$ cat config.mk
export PLATFORM = sky130hd
export DESIGN_NAME = litu_top
export DESIGN_NICKNAME = d
export VERILOG_FILES = /design/src/rtl/litu_top.v
export VERILOG_INCLUDE_DIRS = /design/src /design/src/inc
export SDC_FILE = /design/constraint.sdc
export NUM_CORES = 1
export LEC_CHECK = 0
export BUFFER_PORTS_ARGS = -buffer_cell sky130_fd_sc_hd__buf_2
export CAP_MARGIN = 25
export CORE_MARGIN = 10
export CORE_UTILIZATION = 40
export DETAILED_ROUTE_END_ITERATION = 10
export PLACE_DENSITY_LB_ADDON = 0.15
export SLEW_MARGIN = 20
export SYNTH_ARGS = -nofsm -noshare
export SYNTH_HDL_FRONTEND = slang
export SYNTH_SLANG_ARGS = --single-unit
$ cat constraint.sdc
create_clock -name clock -period 30.1 [get_ports clock]
set_input_delay 3.01 -clock clock [delete_from_list [all_inputs] [get_ports clock]]
set_output_delay 3.01 -clock clock [all_outputs]
set_load 0.03 [all_outputs]
$ cat src/inc/litu_defines.vh
// ----------------------------------------------------------------
// Overview of operation
// - Extended mode: model access to a reserved address faults.
// - Extended mode: non-zero write to error flags faults.
// - Fixed, start-up or legacy-mode lowest command, or extended-mode self write, with vector 0fh or below flags send error while error entry unmasked.
// - Received interrupt with vector 0fh or below flags receive error while error entry unmasked.
// - Illegal received vector is not offered nor logged.
// - Extended mode lowest-priority command is not sent, and flags redirect while error entry unmasked.
// - Extended mode lowest priority plus illegal vector sets only the redirect flag while error entry unmasked.
// - 32-bit down-counter with divide, initial, current, vector entry.
// - Timer decrements at clock rate over the selected divisor.
// - One-shot: initial write loads current count and starts.
// - One-shot: one interrupt at zero, count holds at 0.
// - Periodic: interrupt at zero, reload from initial, continue.
// - Initial write during countdown restarts from the new value.
// - Timer interrupt uses entry vector, suppressed while masked.
// - Accepted offers logged as pending; refused ones are retried.
// - Only a low-word command write launches the interrupt.
// - Command fields read-write except read-only delivery status.
// - Delivery type codes 000 to 110 decoded as documented.
// - Restart de-assert goes to all units, all-including-self.
// - Start-up interrupts are not retried after failed delivery.
// - Destination mode bit: 0 physical, 1 logical.
// - Delivery status is 1 from send until accepted or a start-up send fails, else 0.
// - Timer mode bit: 0 one-shot, 1 periodic.
// - Any error flag set raises error interrupt via error entry.
// - Two-bit shorthand: none, self, all, all but self.
// ----------------------------------------------------------------
`ifndef LITU_DEFINES_VH
`define LITU_DEFINES_VH
// ----------------------------------------------------------------
// Register indices
// ----------------------------------------------------------------
`define LITU_A_ERR   8'h28
`define LITU_A_ICRL  8'h30
`define LITU_A_ICRH  8'h31
`define LITU_A_TVEC  8'h32
`define LITU_A_EVEC  8'h37
`define LITU_A_ICNT  8'h38
`define LITU_A_CCNT  8'h39
`define LITU_A_DIV   8'h3e
`define LITU_A_SELF  8'h3f
// ----------------------------------------------------------------
// Fields and values
// ----------------------------------------------------------------
`define LITU_MASK_BIT  16
`define LITU_TMODE_BIT 17
`define LITU_E_REDIR   4
`define LITU_E_SILL    5
`define LITU_E_RILL    6
`define LITU_C_DMODE   11
`define LITU_C_STAT    12
`define LITU_C_LEVEL   14
`define LITU_C_TRIG    15
`define LITU_DT_FIXED  3'h0
`define LITU_DT_LOWEST 3'h1
`define LITU_DT_SMI    3'h2
`define LITU_DT_RSVD   3'h3
`define LITU_DT_NMI    3'h4
`define LITU_DT_INIT   3'h5
`define LITU_DT_START  3'h6
`define LITU_SH_ALL    2'h2
`define LITU_VEC_MAX   8'h0f
`define LITU_ENTRY_RST 18'h10000
`endif

$ cat src/rtl/litu_top.v
`include "litu_defines.vh"
`default_nettype none
module litu_top #(
  parameter DIV_W = 3
) (
  input  wire         clock,
  input  wire         reset,
  input  wire         ext_mode,
  input  wire         mreg_rd,
  input  wire         mreg_wr,
  input  wire [7:0]   mreg_addr,
  input  wire [31:0]  mreg_wdata,
  output reg  [31:0]  mreg_rdata,
  output reg          mreg_fault,
  input  wire         rx_valid,
  input  wire [7:0]   rx_vector,
  output wire         rx_ready,
  output reg          core_offer_valid,
  output reg  [7:0]   core_offer_vector,
  input  wire         core_accept,
  input  wire         core_refuse,
  input  wire         core_eoi_valid,
  input  wire [7:0]   core_eoi_vector,
  output reg  [255:0] pending_request,
  output reg          tx_valid,
  output reg  [7:0]   tx_vector,
  output reg  [2:0]   tx_type,
  output reg          tx_dest_mode,
  output reg          tx_level,
  output reg          tx_trigger,
  output reg  [1:0]   tx_shorthand,
  output reg  [7:0]   tx_dest,
  input  wire         tx_accept,
  input  wire         tx_fail
);

  // ----------------------------------------------------------------
  // Register state
  // ----------------------------------------------------------------
  reg  [6:0]       err_reg;
  reg  [17:0]      tvec_reg;
  reg  [17:0]      evec_reg;
  reg  [31:0]      icnt_reg;
  reg  [31:0]      cur_reg;
  reg  [DIV_W-1:0] div_reg;
  reg  [6:0]       pre_reg;
  reg  [19:0]      icrl_reg;
  reg  [7:0]       icrh_reg;
  reg              rx_pend_reg;
  reg  [7:0]       rx_vec_reg;
  reg              tmr_pend_reg;
  reg              err_pend_reg;
  reg  [1:0]       offer_src_reg;

  localparam [1:0] SRC_RX  = 2'h0;
  localparam [1:0] SRC_TMR = 2'h1;
  localparam [1:0] SRC_ERR = 2'h2;

  // ----------------------------------------------------------------
  // Address decode
  // ----------------------------------------------------------------
  wire wr_err  = mreg_wr && mreg_addr == `LITU_A_ERR;
  wire wr_icrl = mreg_wr && mreg_addr == `LITU_A_ICRL;
  wire wr_icrh = mreg_wr && mreg_addr == `LITU_A_ICRH;
  wire wr_icnt = mreg_wr && mreg_addr == `LITU_A_ICNT;
  wire wr_self = mreg_wr && ext_mode && mreg_addr == `LITU_A_SELF;
  wire wr_tvec = mreg_wr && mreg_addr == `LITU_A_TVEC;
  wire wr_evec = mreg_wr && mreg_addr == `LITU_A_EVEC;
  wire wr_div  = mreg_wr && mreg_addr == `LITU_A_DIV;
  reg  known;
  always @* begin
    if (mreg_addr == `LITU_A_ERR)
      known = 1'b1;
    else if (mreg_addr == `LITU_A_ICRL || mreg_addr == `LITU_A_ICRH)
      known = 1'b1;
    else if (mreg_addr == `LITU_A_TVEC || mreg_addr == `LITU_A_EVEC)
      known = 1'b1;
    else if (mreg_addr == `LITU_A_ICNT || mreg_addr == `LITU_A_CCNT)
      known = 1'b1;
    else if (mreg_addr == `LITU_A_DIV || mreg_addr == `LITU_A_SELF)
      known = 1'b1;
    else
      known = 1'b0;
  end

  // ----------------------------------------------------------------
  // Command decode
  // ----------------------------------------------------------------
  wire [7:0] w_vec   = mreg_wdata[7:0];
  wire [2:0] w_type  = mreg_wdata[10:8];
  wire       w_ill   = w_vec <= `LITU_VEC_MAX;
  // Vector-carrying types only; other sent types carry the written vector unchecked
  wire       w_uses_vec = w_type == `LITU_DT_FIXED ||
                          w_type == `LITU_DT_LOWEST ||
                          w_type == `LITU_DT_START;
  wire       w_redir = ext_mode && w_type == `LITU_DT_LOWEST;
  wire       w_sill  = (wr_icrl && w_uses_vec && !w_redir && w_ill) ||
                       (wr_self && w_ill);
  wire       w_send  = wr_icrl && !w_redir && !w_sill &&
                       w_type != `LITU_DT_RSVD;
  // Restart de-assert: level 0, trigger 1, goes everywhere
  wire       w_deassert = w_type == `LITU_DT_INIT &&
                          !mreg_wdata[`LITU_C_LEVEL] &&
                          mreg_wdata[`LITU_C_TRIG];

  // ----------------------------------------------------------------
  // Timer
  // ----------------------------------------------------------------
  wire [6:0] div_mask = (7'h01 << div_reg) - 7'h01;
  wire       tick     = pre_reg == div_mask;
  wire       t_zero   = tick && cur_reg == 32'h1 && !wr_icnt;
  wire       t_ill    = tvec_reg[7:0] <= `LITU_VEC_MAX;
  wire       t_evt    = t_zero && !tvec_reg[`LITU_MASK_BIT];

  always @(posedge clock or posedge reset) begin
    if (reset) begin
      pre_reg <= 7'h00;
      cur_reg <= 32'h0;
    end else if (wr_icnt) begin
      // Restarting the prescaler gives the new count a whole first period
      pre_reg <= 7'h00;
      cur_reg <= mreg_wdata;
    end else begin
      pre_reg <= tick ? 7'h00 : pre_reg + 7'h01;
      if (tick && cur_reg != 32'h0) begin
        if (cur_reg == 32'h1 && tvec_reg[`LITU_TMODE_BIT])
          cur_reg <= icnt_reg;
        else
          cur_reg <= cur_reg - 32'h1;
      end
    end
  end

  // ----------------------------------------------------------------
  // Error flags
  // ----------------------------------------------------------------
  wire       rx_ill = rx_valid && rx_ready && rx_vector <= `LITU_VEC_MAX;
  wire [6:0] err_set = {rx_ill || (t_evt && t_ill),
                        w_sill, wr_icrl && w_redir, 4'h0};
  // Masked error entry keeps the flags from being recorded
  wire       err_rec = !evec_reg[`LITU_MASK_BIT];
  wire       err_evt = err_rec && |err_set;

  always @(posedge clock or posedge reset) begin
    if (reset)
      err_reg <= 7'h00;
    else if (wr_err && !(ext_mode && mreg_wdata != 32'h0))
      err_reg <= err_rec ? err_set : 7'h00;
    else if (err_rec)
      err_reg <= err_reg | err_set; // Set wins over clear
  end

  // ----------------------------------------------------------------
  // Configuration registers
  // ----------------------------------------------------------------
  always @(posedge clock or posedge reset) begin
    if (reset) begin
      tvec_reg <= `LITU_ENTRY_RST;
      evec_reg <= `LITU_ENTRY_RST;
      icnt_reg <= 32'h0;
      div_reg  <= {DIV_W{1'b0}};
      icrl_reg <= 20'h0;
      icrh_reg <= 8'h00;
    end else if (mreg_wr) begin
      if (wr_tvec)
        tvec_reg <= mreg_wdata[17:0];
      // Error entry has no mode bit, so bit 17 stays zero
      else if (wr_evec)
        evec_reg <= {1'b0, mreg_wdata[16:0]};
      else if (wr_icnt)
        icnt_reg <= mreg_wdata;
      else if (wr_div)
        div_reg <= mreg_wdata[DIV_W-1:0];
      else if (wr_icrl)
        icrl_reg <= mreg_wdata[19:0];
      else if (wr_icrh)
        icrh_reg <= mreg_wdata[31:24];
    end
  end

  // ----------------------------------------------------------------
  // Outgoing interrupt
  // ----------------------------------------------------------------
  always @(posedge clock or posedge reset) begin
    if (reset) begin
      tx_valid     <= 1'b0;
      tx_vector    <= 8'h00;
      tx_type      <= 3'h0;
      tx_dest_mode <= 1'b0;
      tx_level     <= 1'b0;
      tx_trigger   <= 1'b0;
      tx_shorthand <= 2'h0;
      tx_dest      <= 8'h00;
    end else if (w_send) begin
      tx_valid     <= 1'b1;
      tx_vector    <= w_vec;
      tx_type      <= w_type;
      tx_dest_mode <= mreg_wdata[`LITU_C_DMODE];
      tx_level     <= mreg_wdata[`LITU_C_LEVEL];
      tx_trigger   <= mreg_wdata[`LITU_C_TRIG];
      tx_shorthand <= w_deassert ? `LITU_SH_ALL
                                 : mreg_wdata[19:18];
      tx_dest      <= icrh_reg;
    end else if (tx_valid) begin
      if (tx_accept)
        tx_valid <= 1'b0;
      else if (tx_fail && tx_type == `LITU_DT_START)
        tx_valid <= 1'b0;
    end
  end

  // ----------------------------------------------------------------
  // Local sources
  // ----------------------------------------------------------------
  // One receive slot; the far end waits on rx_ready
  assign rx_ready = !rx_pend_reg;

  wire take    = core_offer_valid && core_accept;
  wire back    = core_offer_valid && core_refuse;
  wire self_ok = wr_self && !w_ill;

  always @(posedge clock or posedge reset) begin
    if (reset) begin
      rx_pend_reg  <= 1'b0;
      rx_vec_reg   <= 8'h00;
      tmr_pend_reg <= 1'b0;
      err_pend_reg <= 1'b0;
    end else begin
      if (take && offer_src_reg == SRC_RX)
        rx_pend_reg <= 1'b0;
      if (take && offer_src_reg == SRC_TMR)
        tmr_pend_reg <= 1'b0;
      if (take && offer_src_reg == SRC_ERR)
        err_pend_reg <= 1'b0;
      if (rx_valid && rx_ready && !rx_ill) begin
        rx_pend_reg <= 1'b1;
        rx_vec_reg  <= rx_vector;
      end else if (self_ok && !rx_pend_reg) begin
        rx_pend_reg <= 1'b1;
        rx_vec_reg  <= w_vec;
      end
      if (t_evt && !t_ill)
        tmr_pend_reg <= 1'b1;
      if (err_evt)
        err_pend_reg <= 1'b1;
    end
  end

  // ----------------------------------------------------------------
  // Offer to the core
  // ----------------------------------------------------------------
  // A refused offer drops back; its source stays pending and is
  // offered again, so nothing is lost at the cost of a retry gap
  always @(posedge clock or posedge reset) begin
    if (reset) begin
      core_offer_valid  <= 1'b0;
      core_offer_vector <= 8'h00;
      offer_src_reg     <= 2'h0;
    end else if (core_offer_valid) begin
      if (take || back)
        core_offer_valid <= 1'b0;
    end else if (rx_pend_reg) begin
      core_offer_valid  <= 1'b1;
      core_offer_vector <= rx_vec_reg;
      offer_src_reg     <= SRC_RX;
    end else if (tmr_pend_reg) begin
      core_offer_valid  <= 1'b1;
      core_offer_vector <= tvec_reg[7:0];
      offer_src_reg     <= SRC_TMR;
    end else if (err_pend_reg) begin
      core_offer_valid  <= 1'b1;
      core_offer_vector <= evec_reg[7:0];
      offer_src_reg     <= SRC_ERR;
    end
  end

  always @(posedge clock or posedge reset) begin
    if (reset)
      pending_request <= 256'h0;
    else begin
      if (core_eoi_valid)
        pending_request[core_eoi_vector] <= 1'b0;
      if (take)
        pending_request[core_offer_vector] <= 1'b1;
    end
  end

  // ----------------------------------------------------------------
  // Protection fault
  // ----------------------------------------------------------------
  // Legacy mode never faults; unknown indices there just read zero
  reg        fault_next;
  always @* begin
    fault_next = 1'b0;
    if (!ext_mode)
      fault_next = 1'b0;
    else if (!mreg_rd && !mreg_wr)
      fault_next = 1'b0;
    else if (!known)
      fault_next = 1'b1;
    else if (wr_err && mreg_wdata != 32'h0)
      fault_next = 1'b1;
  end

  // ----------------------------------------------------------------
  // Read and fault
  // ----------------------------------------------------------------
  reg [31:0] rdata_next;
  always @* begin
    rdata_next = mreg_rdata;
    if (!mreg_rd)
      rdata_next = mreg_rdata;
    else if (mreg_addr == `LITU_A_ERR)
      rdata_next = {25'h0, err_reg};
    else if (mreg_addr == `LITU_A_ICRL)
      rdata_next = {12'h0, icrl_reg[19:13], tx_valid,
                    icrl_reg[11:0]};
    else if (mreg_addr == `LITU_A_ICRH)
      rdata_next = {icrh_reg, 24'h0};
    else if (mreg_addr == `LITU_A_TVEC)
      rdata_next = {14'h0, tvec_reg};
    else if (mreg_addr == `LITU_A_EVEC)
      rdata_next = {14'h0, evec_reg};
    else if (mreg_addr == `LITU_A_ICNT)
      rdata_next = icnt_reg;
    else if (mreg_addr == `LITU_A_CCNT)
      rdata_next = cur_reg;
    else if (mreg_addr == `LITU_A_DIV)
      rdata_next = {{(32-DIV_W){1'b0}}, div_reg};
    else
      rdata_next = 32'h0;
  end

  always @(posedge clock or posedge reset) begin
    if (reset) begin
      mreg_rdata <= 32'h0;
      mreg_fault <= 1'b0;
    end else begin
      mreg_fault <= fault_next;
      mreg_rdata <= rdata_next;
    end
  end

endmodule // litu_top
`default_nettype wire

# After elaboration in Yosys (flattened, before gate mapping)
# Cells that the tools add are included.
# word_totals
regBits	480
input_bits	67
out_inout_bits	324
# op_classes
n_eq_ne	19
n_lt_le_gt_ge	7
bitwise	10
add_sub_neg	3
n_reduce_logical	85
shift	1
muxes	56
# ops
operator	count
2-to-1 mux 256 bit	2
2-to-1 mux 32 bit	10
bitwise AND 256 bit	1
inverter 256 bit	1
OR 256 bit	1
equality test 8 x 6 -> 1 bit (second input constant)	9
nonzero test 32 bit	2
logical AND 1 bit	45
2-to-1 mux 8 bit	5
2-to-1 mux 7 bit	5
equality test 32 x 1 -> 1 bit (second input constant)	1
subtractor 32 x 1 -> 32 bit (second input constant)	1
2-to-1 mux 1 bit	27
less-or-equal comparator 8 x 4 -> 1 bit (second input constant)	3
< comparator 8 x 9 -> 1 bit (second input constant)	2
demux 1 bit (select 8 bit)	2
>= comparator 8 x 1 -> 1 bit (second input constant)	2
logical NOT 1 bit	13
equality test 3 bit (second input constant)	3
logical OR 1 bit	9
2-to-1 mux 2 bit	4
nonzero test 2 bit	4
adder 7 x 1 -> 7 bit (second input constant)	1
equality test 7 bit	1
other kinds (20)	27

# Logic depth before layout (Yosys ltp)
# logic_depth
ltp_word	11
ltp_mapped	11

# Worst setup path before layout
# No wires, ideal clock.
# synth_path
path_type	input -> register
from	input port mreg_addr[3]
to	register tx_dest[2]
required_ns	29.975
setup_ns	0.125
t_arrival_ns	4.805
path_stages	7
setup_slack_ns	25.170
cell_sequence	buf_2 -> or3_1 -> nor2_1 -> a21oi_1 -> o311ai_4 -> buf_4 -> mux2_2
# synth_via
elab_chain_cells	9
elab_cells_between_ends	13
classes_between	eq/ne (2); reduce/logical (11)
# synth_lines
element	line	rtl
start, declared	litu_top.v:11	input wire [7:0] mreg_addr,
equality test 8 x 6 -> 1 bit (no line)	n/a	
logical AND 1 bit (no line)	n/a	
logical AND 1 bit (3 in a row)	litu_top.v:97	wire w_sill = (wr_icrl && w_uses_vec && !w_redir && w_ill) ||
logical OR 1 bit	litu_top.v:97	
logical NOT 1 bit	litu_top.v:99	wire w_send = wr_icrl && !w_redir && !w_sill &&
logical AND 1 bit (*)	litu_top.v:99	
logical AND 1 bit (no line) (*)	n/a	
end signal, assigned	litu_top.v:203	tx_dest <= icrh_reg;
end, declared	litu_top.v:32	output reg [7:0] tx_dest,
# Every way passes the cells marked *; elsewhere a longest branch is shown, timed or not.
# A chain may end at the register's enable or synchronous reset.

# Worst setup path after layout
# layout_path
from	input port mreg_addr[4]
to	register icrh_reg[5]
# layout_via
elab_chain_cells	4
elab_cells_between_ends	18
classes_between	eq/ne (6); bitwise (5); reduce/logical (7)
# layout_lines
element	line	rtl
equality test 8 x 6 -> 1 bit (no line)	n/a	
logical AND 1 bit (no line)	n/a	
inverter 1 bit (no line)	n/a	
AND reduction 7 bit (no line) (*)	n/a	
end signal, assigned	litu_top.v:177	icrh_reg <= mreg_wdata[31:24];
end, declared	litu_top.v:48	reg [7:0] icrh_reg;
# Marked as above.

==> results.md <==
- Status: complete, no violations
- Reg2reg path depth: 6
- Core Util, Final: 0.482
- Worst VDD drop: 0.0000438 V
- Vias in the first global route: 19000
- First-pass GRT wire length: 125 mm
- Crit path cell chain: buf_2 -> nand4bb_1 -> nor4_1 -> and2_1 -> nand2_1 -> mux2_2
- Die ar.: 0.0634 sq mm
- Ys Warns: 0
- Reg2reg setup slack: 26470 ps
- Worst hold stages: 2
- CP max stage delay: 950 ps
- CP arrival: 6050 ps
- Top reg by flops: pending_request
- Io pins: 391
- Startpoint Class: input port
- Standard-cell rows: 84
- Worst-case clock skew: 25.8 ps
- Flop pwr share: 0.421
- Gp weighted congestion: 0.886
- Setup TNS: 0 ps
- Main combinational cell family by area after synthesis: compound AO/OA/AOI/OAI gates
- Drt first-iter violations: 1552
- Detail Route Antenna Nets: 0
- FF+latch count, synth: 475
- Slew HR: 0.305
- Die height: 252 um
- Via count: 18800
- Compound-Gate Fraction of Synth Area: 0.203
- Largest net degree at the start of global routing: 136
- CTS tree: built
- IO buf count: 390
- Cell variety after synth: 76
- Seq/Total Area, Yosys: 0.553
- EDFF count, synth: 0
- Sw frac: 0.364
- Fin cells: 3154
- RR Startpoint: cur_reg[6]
- Clock power frac: 0.329
- Slew Limit Fails: 0
- CTS max path bufs: 3
- Most common cell after layout, fill and taps aside: o21ai_0
- Max reg flops: 256
- Final WL: 83.6 mm
- HP Class: reg -> reg
- Crit path max fanout: 13
- Async set or reset register ratio after synthesis: 1.00
- Synth Area in XOR/XNOR: 0.0134
- Root Buffer: clkbuf_16
- H-tree levels: 2
- Num CTS Buffers: 52
- Adder-cell share of the synthesized area: 0.00233
- Simple-Gate Fraction of Synth Area: 0.123
- Endpoints failing hold: 0
- Syn Inst Count: 2137
- CTS Sinks: 475
- Layout cell share with drive strength beyond 1: 0.258
- Placed cells: 3067
- Total gr overflow: 0
- PD cells: 75.4 mW/mm^2
- Total design power: 0.00192 W
- Fmax: 0.180 GHz
- # fillers: 5077
- Most frequent cells in the layout: o21ai_0 (574), dfrtp_1 (473), buf_2 (390)
- Initial Util: 0.407
- Unrepaired setup endpoints after global routing: no
- Final setup fails: 0
- Hold path start: rx_vec_reg[6]
- Critical path required time: 30580 ps
- Syn Area/Cell: 10.1 sq um
- Worst-Skew Late Latency: 620 ps
- Post-CTS Setup Inserts: 0
- Min Tclk post-route: 5570 ps
- Post-CTS sizing: 0
- Combinational group share of total power: 0.251
- Vias per cell: 5.97
- Crit. End Element: flip-flop
- MaxCap Viol Count: 0
- Total track usage: 0.258
- Initial antenna violation count: 2
- Core Footprint: 0.0529 sq mm
- Int Power: 0.00122 W
- Die X: 252 um
- Worst slew pin tran: 1040 ps
- Setup Crit Path Kind: in -> reg
- Detailed-route DRC error count: 0
- Post-synth net total: 2208
- Fraction of synthesized area in multiplexers: 0.0664
- CTS clk-pin slew, worst paths: 60 ps
- Crit-path slowest cell: nor4_1
- Psw: 0.000699 W
- Area Overhead vs Synth: 18.5%
- Fin nets: 2504
- Detailed placer's ending HPWL: 60.2 mm
- P_leak: 12.3 nW
- Mapped Area: 0.0215 sq mm
- Hold path endpoint: rx_vec_reg[6]
- Cts hold-fix bufs: 0
- Prevailing post-synth register cell: dfrtp_1
- Wirelength per Cell: 26.5 um
- Period Utilization, post-route: 0.185
- First-pass iteration count of the detailed router: 5
- R2R Path End: cur_reg[14]
==> Yosys cell counts (3+ instances only) <==
cell | count | share of area
o2bb2ai_1 | 3 | 0.0012
buf_4 | 4 | 0.0014
mux2_2 | 91 | 0.048
o221ai_1 | 15 | 0.0061
buf_1 | 9 | 0.0016
buf_2 | 23 | 0.0054
mux2i_1 | 39 | 0.018
a22o_1 | 6 | 0.0024
nor4b_1 | 4 | 0.0016
o21ai_0 | 574 | 0.13
or2_2 | 5 | 0.0015
dfrtp_1 | 473 | 0.55
o22ai_1 | 18 | 0.0052
o211ai_1 | 6 | 0.0021
a221oi_1 | 3 | 0.0012
o31ai_1 | 4 | 0.0014
buf_6 | 5 | 0.0026
xor2_1 | 15 | 0.0061
nand2b_1 | 8 | 0.0023
inv_1 | 37 | 0.0065
clkbuf_1 | 126 | 0.022
a32o_1 | 3 | 0.0014
nor3_1 | 26 | 0.0061
a41oi_1 | 3 | 0.0012
nand3_1 | 83 | 0.019
o221ai_2 | 3 | 0.0021
nand2_1 | 225 | 0.039
nor2b_1 | 21 | 0.0061
ha_1 | 4 | 0.0023
nor4_1 | 17 | 0.0049
a31oi_1 | 18 | 0.0052
o21ai_1 | 10 | 0.0023
or4_1 | 9 | 0.0031
or3_1 | 9 | 0.0026
o211ai_2 | 26 | 0.015
nor2_1 | 66 | 0.012
a21oi_1 | 27 | 0.0063
a22oi_1 | 16 | 0.0056
nor3b_1 | 3 | 0.0010
and2_1 | 5 | 0.0015
nand3b_1 | 8 | 0.0028
nand4_1 | 26 | 0.0076
xnor2_1 | 18 | 0.0073
==> cells by family after synthesis <==
group / after synthesis
multiplexers: 131
AND/OR/NAND/NOR: 536
flip-flops: 475
XOR/XNOR: 33
buffers and inverters: 204
adder cells (fa/ha/maj): 4
AO/OA/AOI/OAI: 754
==> area by class of cell <==
cell class / instances / area [sq um] / share of cell area
well taps: 688 / 861 / 0.0338
clock inverters: 13 / 164 / 0.00643
diodes: 1 / 2.50 / 0.0000982
inverters: 37 / 146 / 0.00575
multi-input cells: 1458 / 8790 / 0.345
repair buffers: 409 / 2120 / 0.0832
clock buffers: 73 / 1500 / 0.0589
flip-flops and latches: 475 / 11900 / 0.467
==> power by group through the flow <==
stage	combinational [W]	clock, W	sequential [W]
finish	0.000481	0.000631	0.000808
global route	0.000522	0.000668	0.000817
floorplan	0.000276	0	0.000851
detailed placement	0.000481	0	0.000817
global placement	0.000472	0	0.000815
CTS	0.000482	0.000641	0.000806
==> stage by stage <==
stage,cell area (sq um),hold slack (ps),setup WS (ps)
floorplan,21500,450,13840
global route,25500,505,24170
detailed placement,23800,473,23520
finish,25500,486,24530
global placement,23800,469,23590
CTS,25500,487,24170
==> per-layer routing <==
layer / vias to the layer above / share of wire / track usage
met5: - / 0.00028 / 0
met4: 4 / 0.036 / 0.0976
met3: 163 / 0.075 / 0.0536
met2: 827 / 0.49 / 0.441
met1: 9589 / 0.40 / 0.315
li1: 8259 / - / -
==> critical path, delay by kind of cell <==
kind | cells | cell delay [ps]
and+or+nand+nor | 4 | 2490
buffers and inverters | 1 | 180
muxes | 1 | 360
==> how the worst max path moves through the flow <==
stage                       startpoint              endpoint  cells after the start
after detailed placement         reset  pending_request[113]                      5
after floorplan                  reset      core_offer_valid                      1
final                     mreg_addr[4]           icrh_reg[5]                      6
after global routing             reset  pending_request[115]                      5
after global placement           reset  pending_request[113]                      5
after CTS                        reset  pending_request[179]                      5
Power figures use the tool's default switching activity.
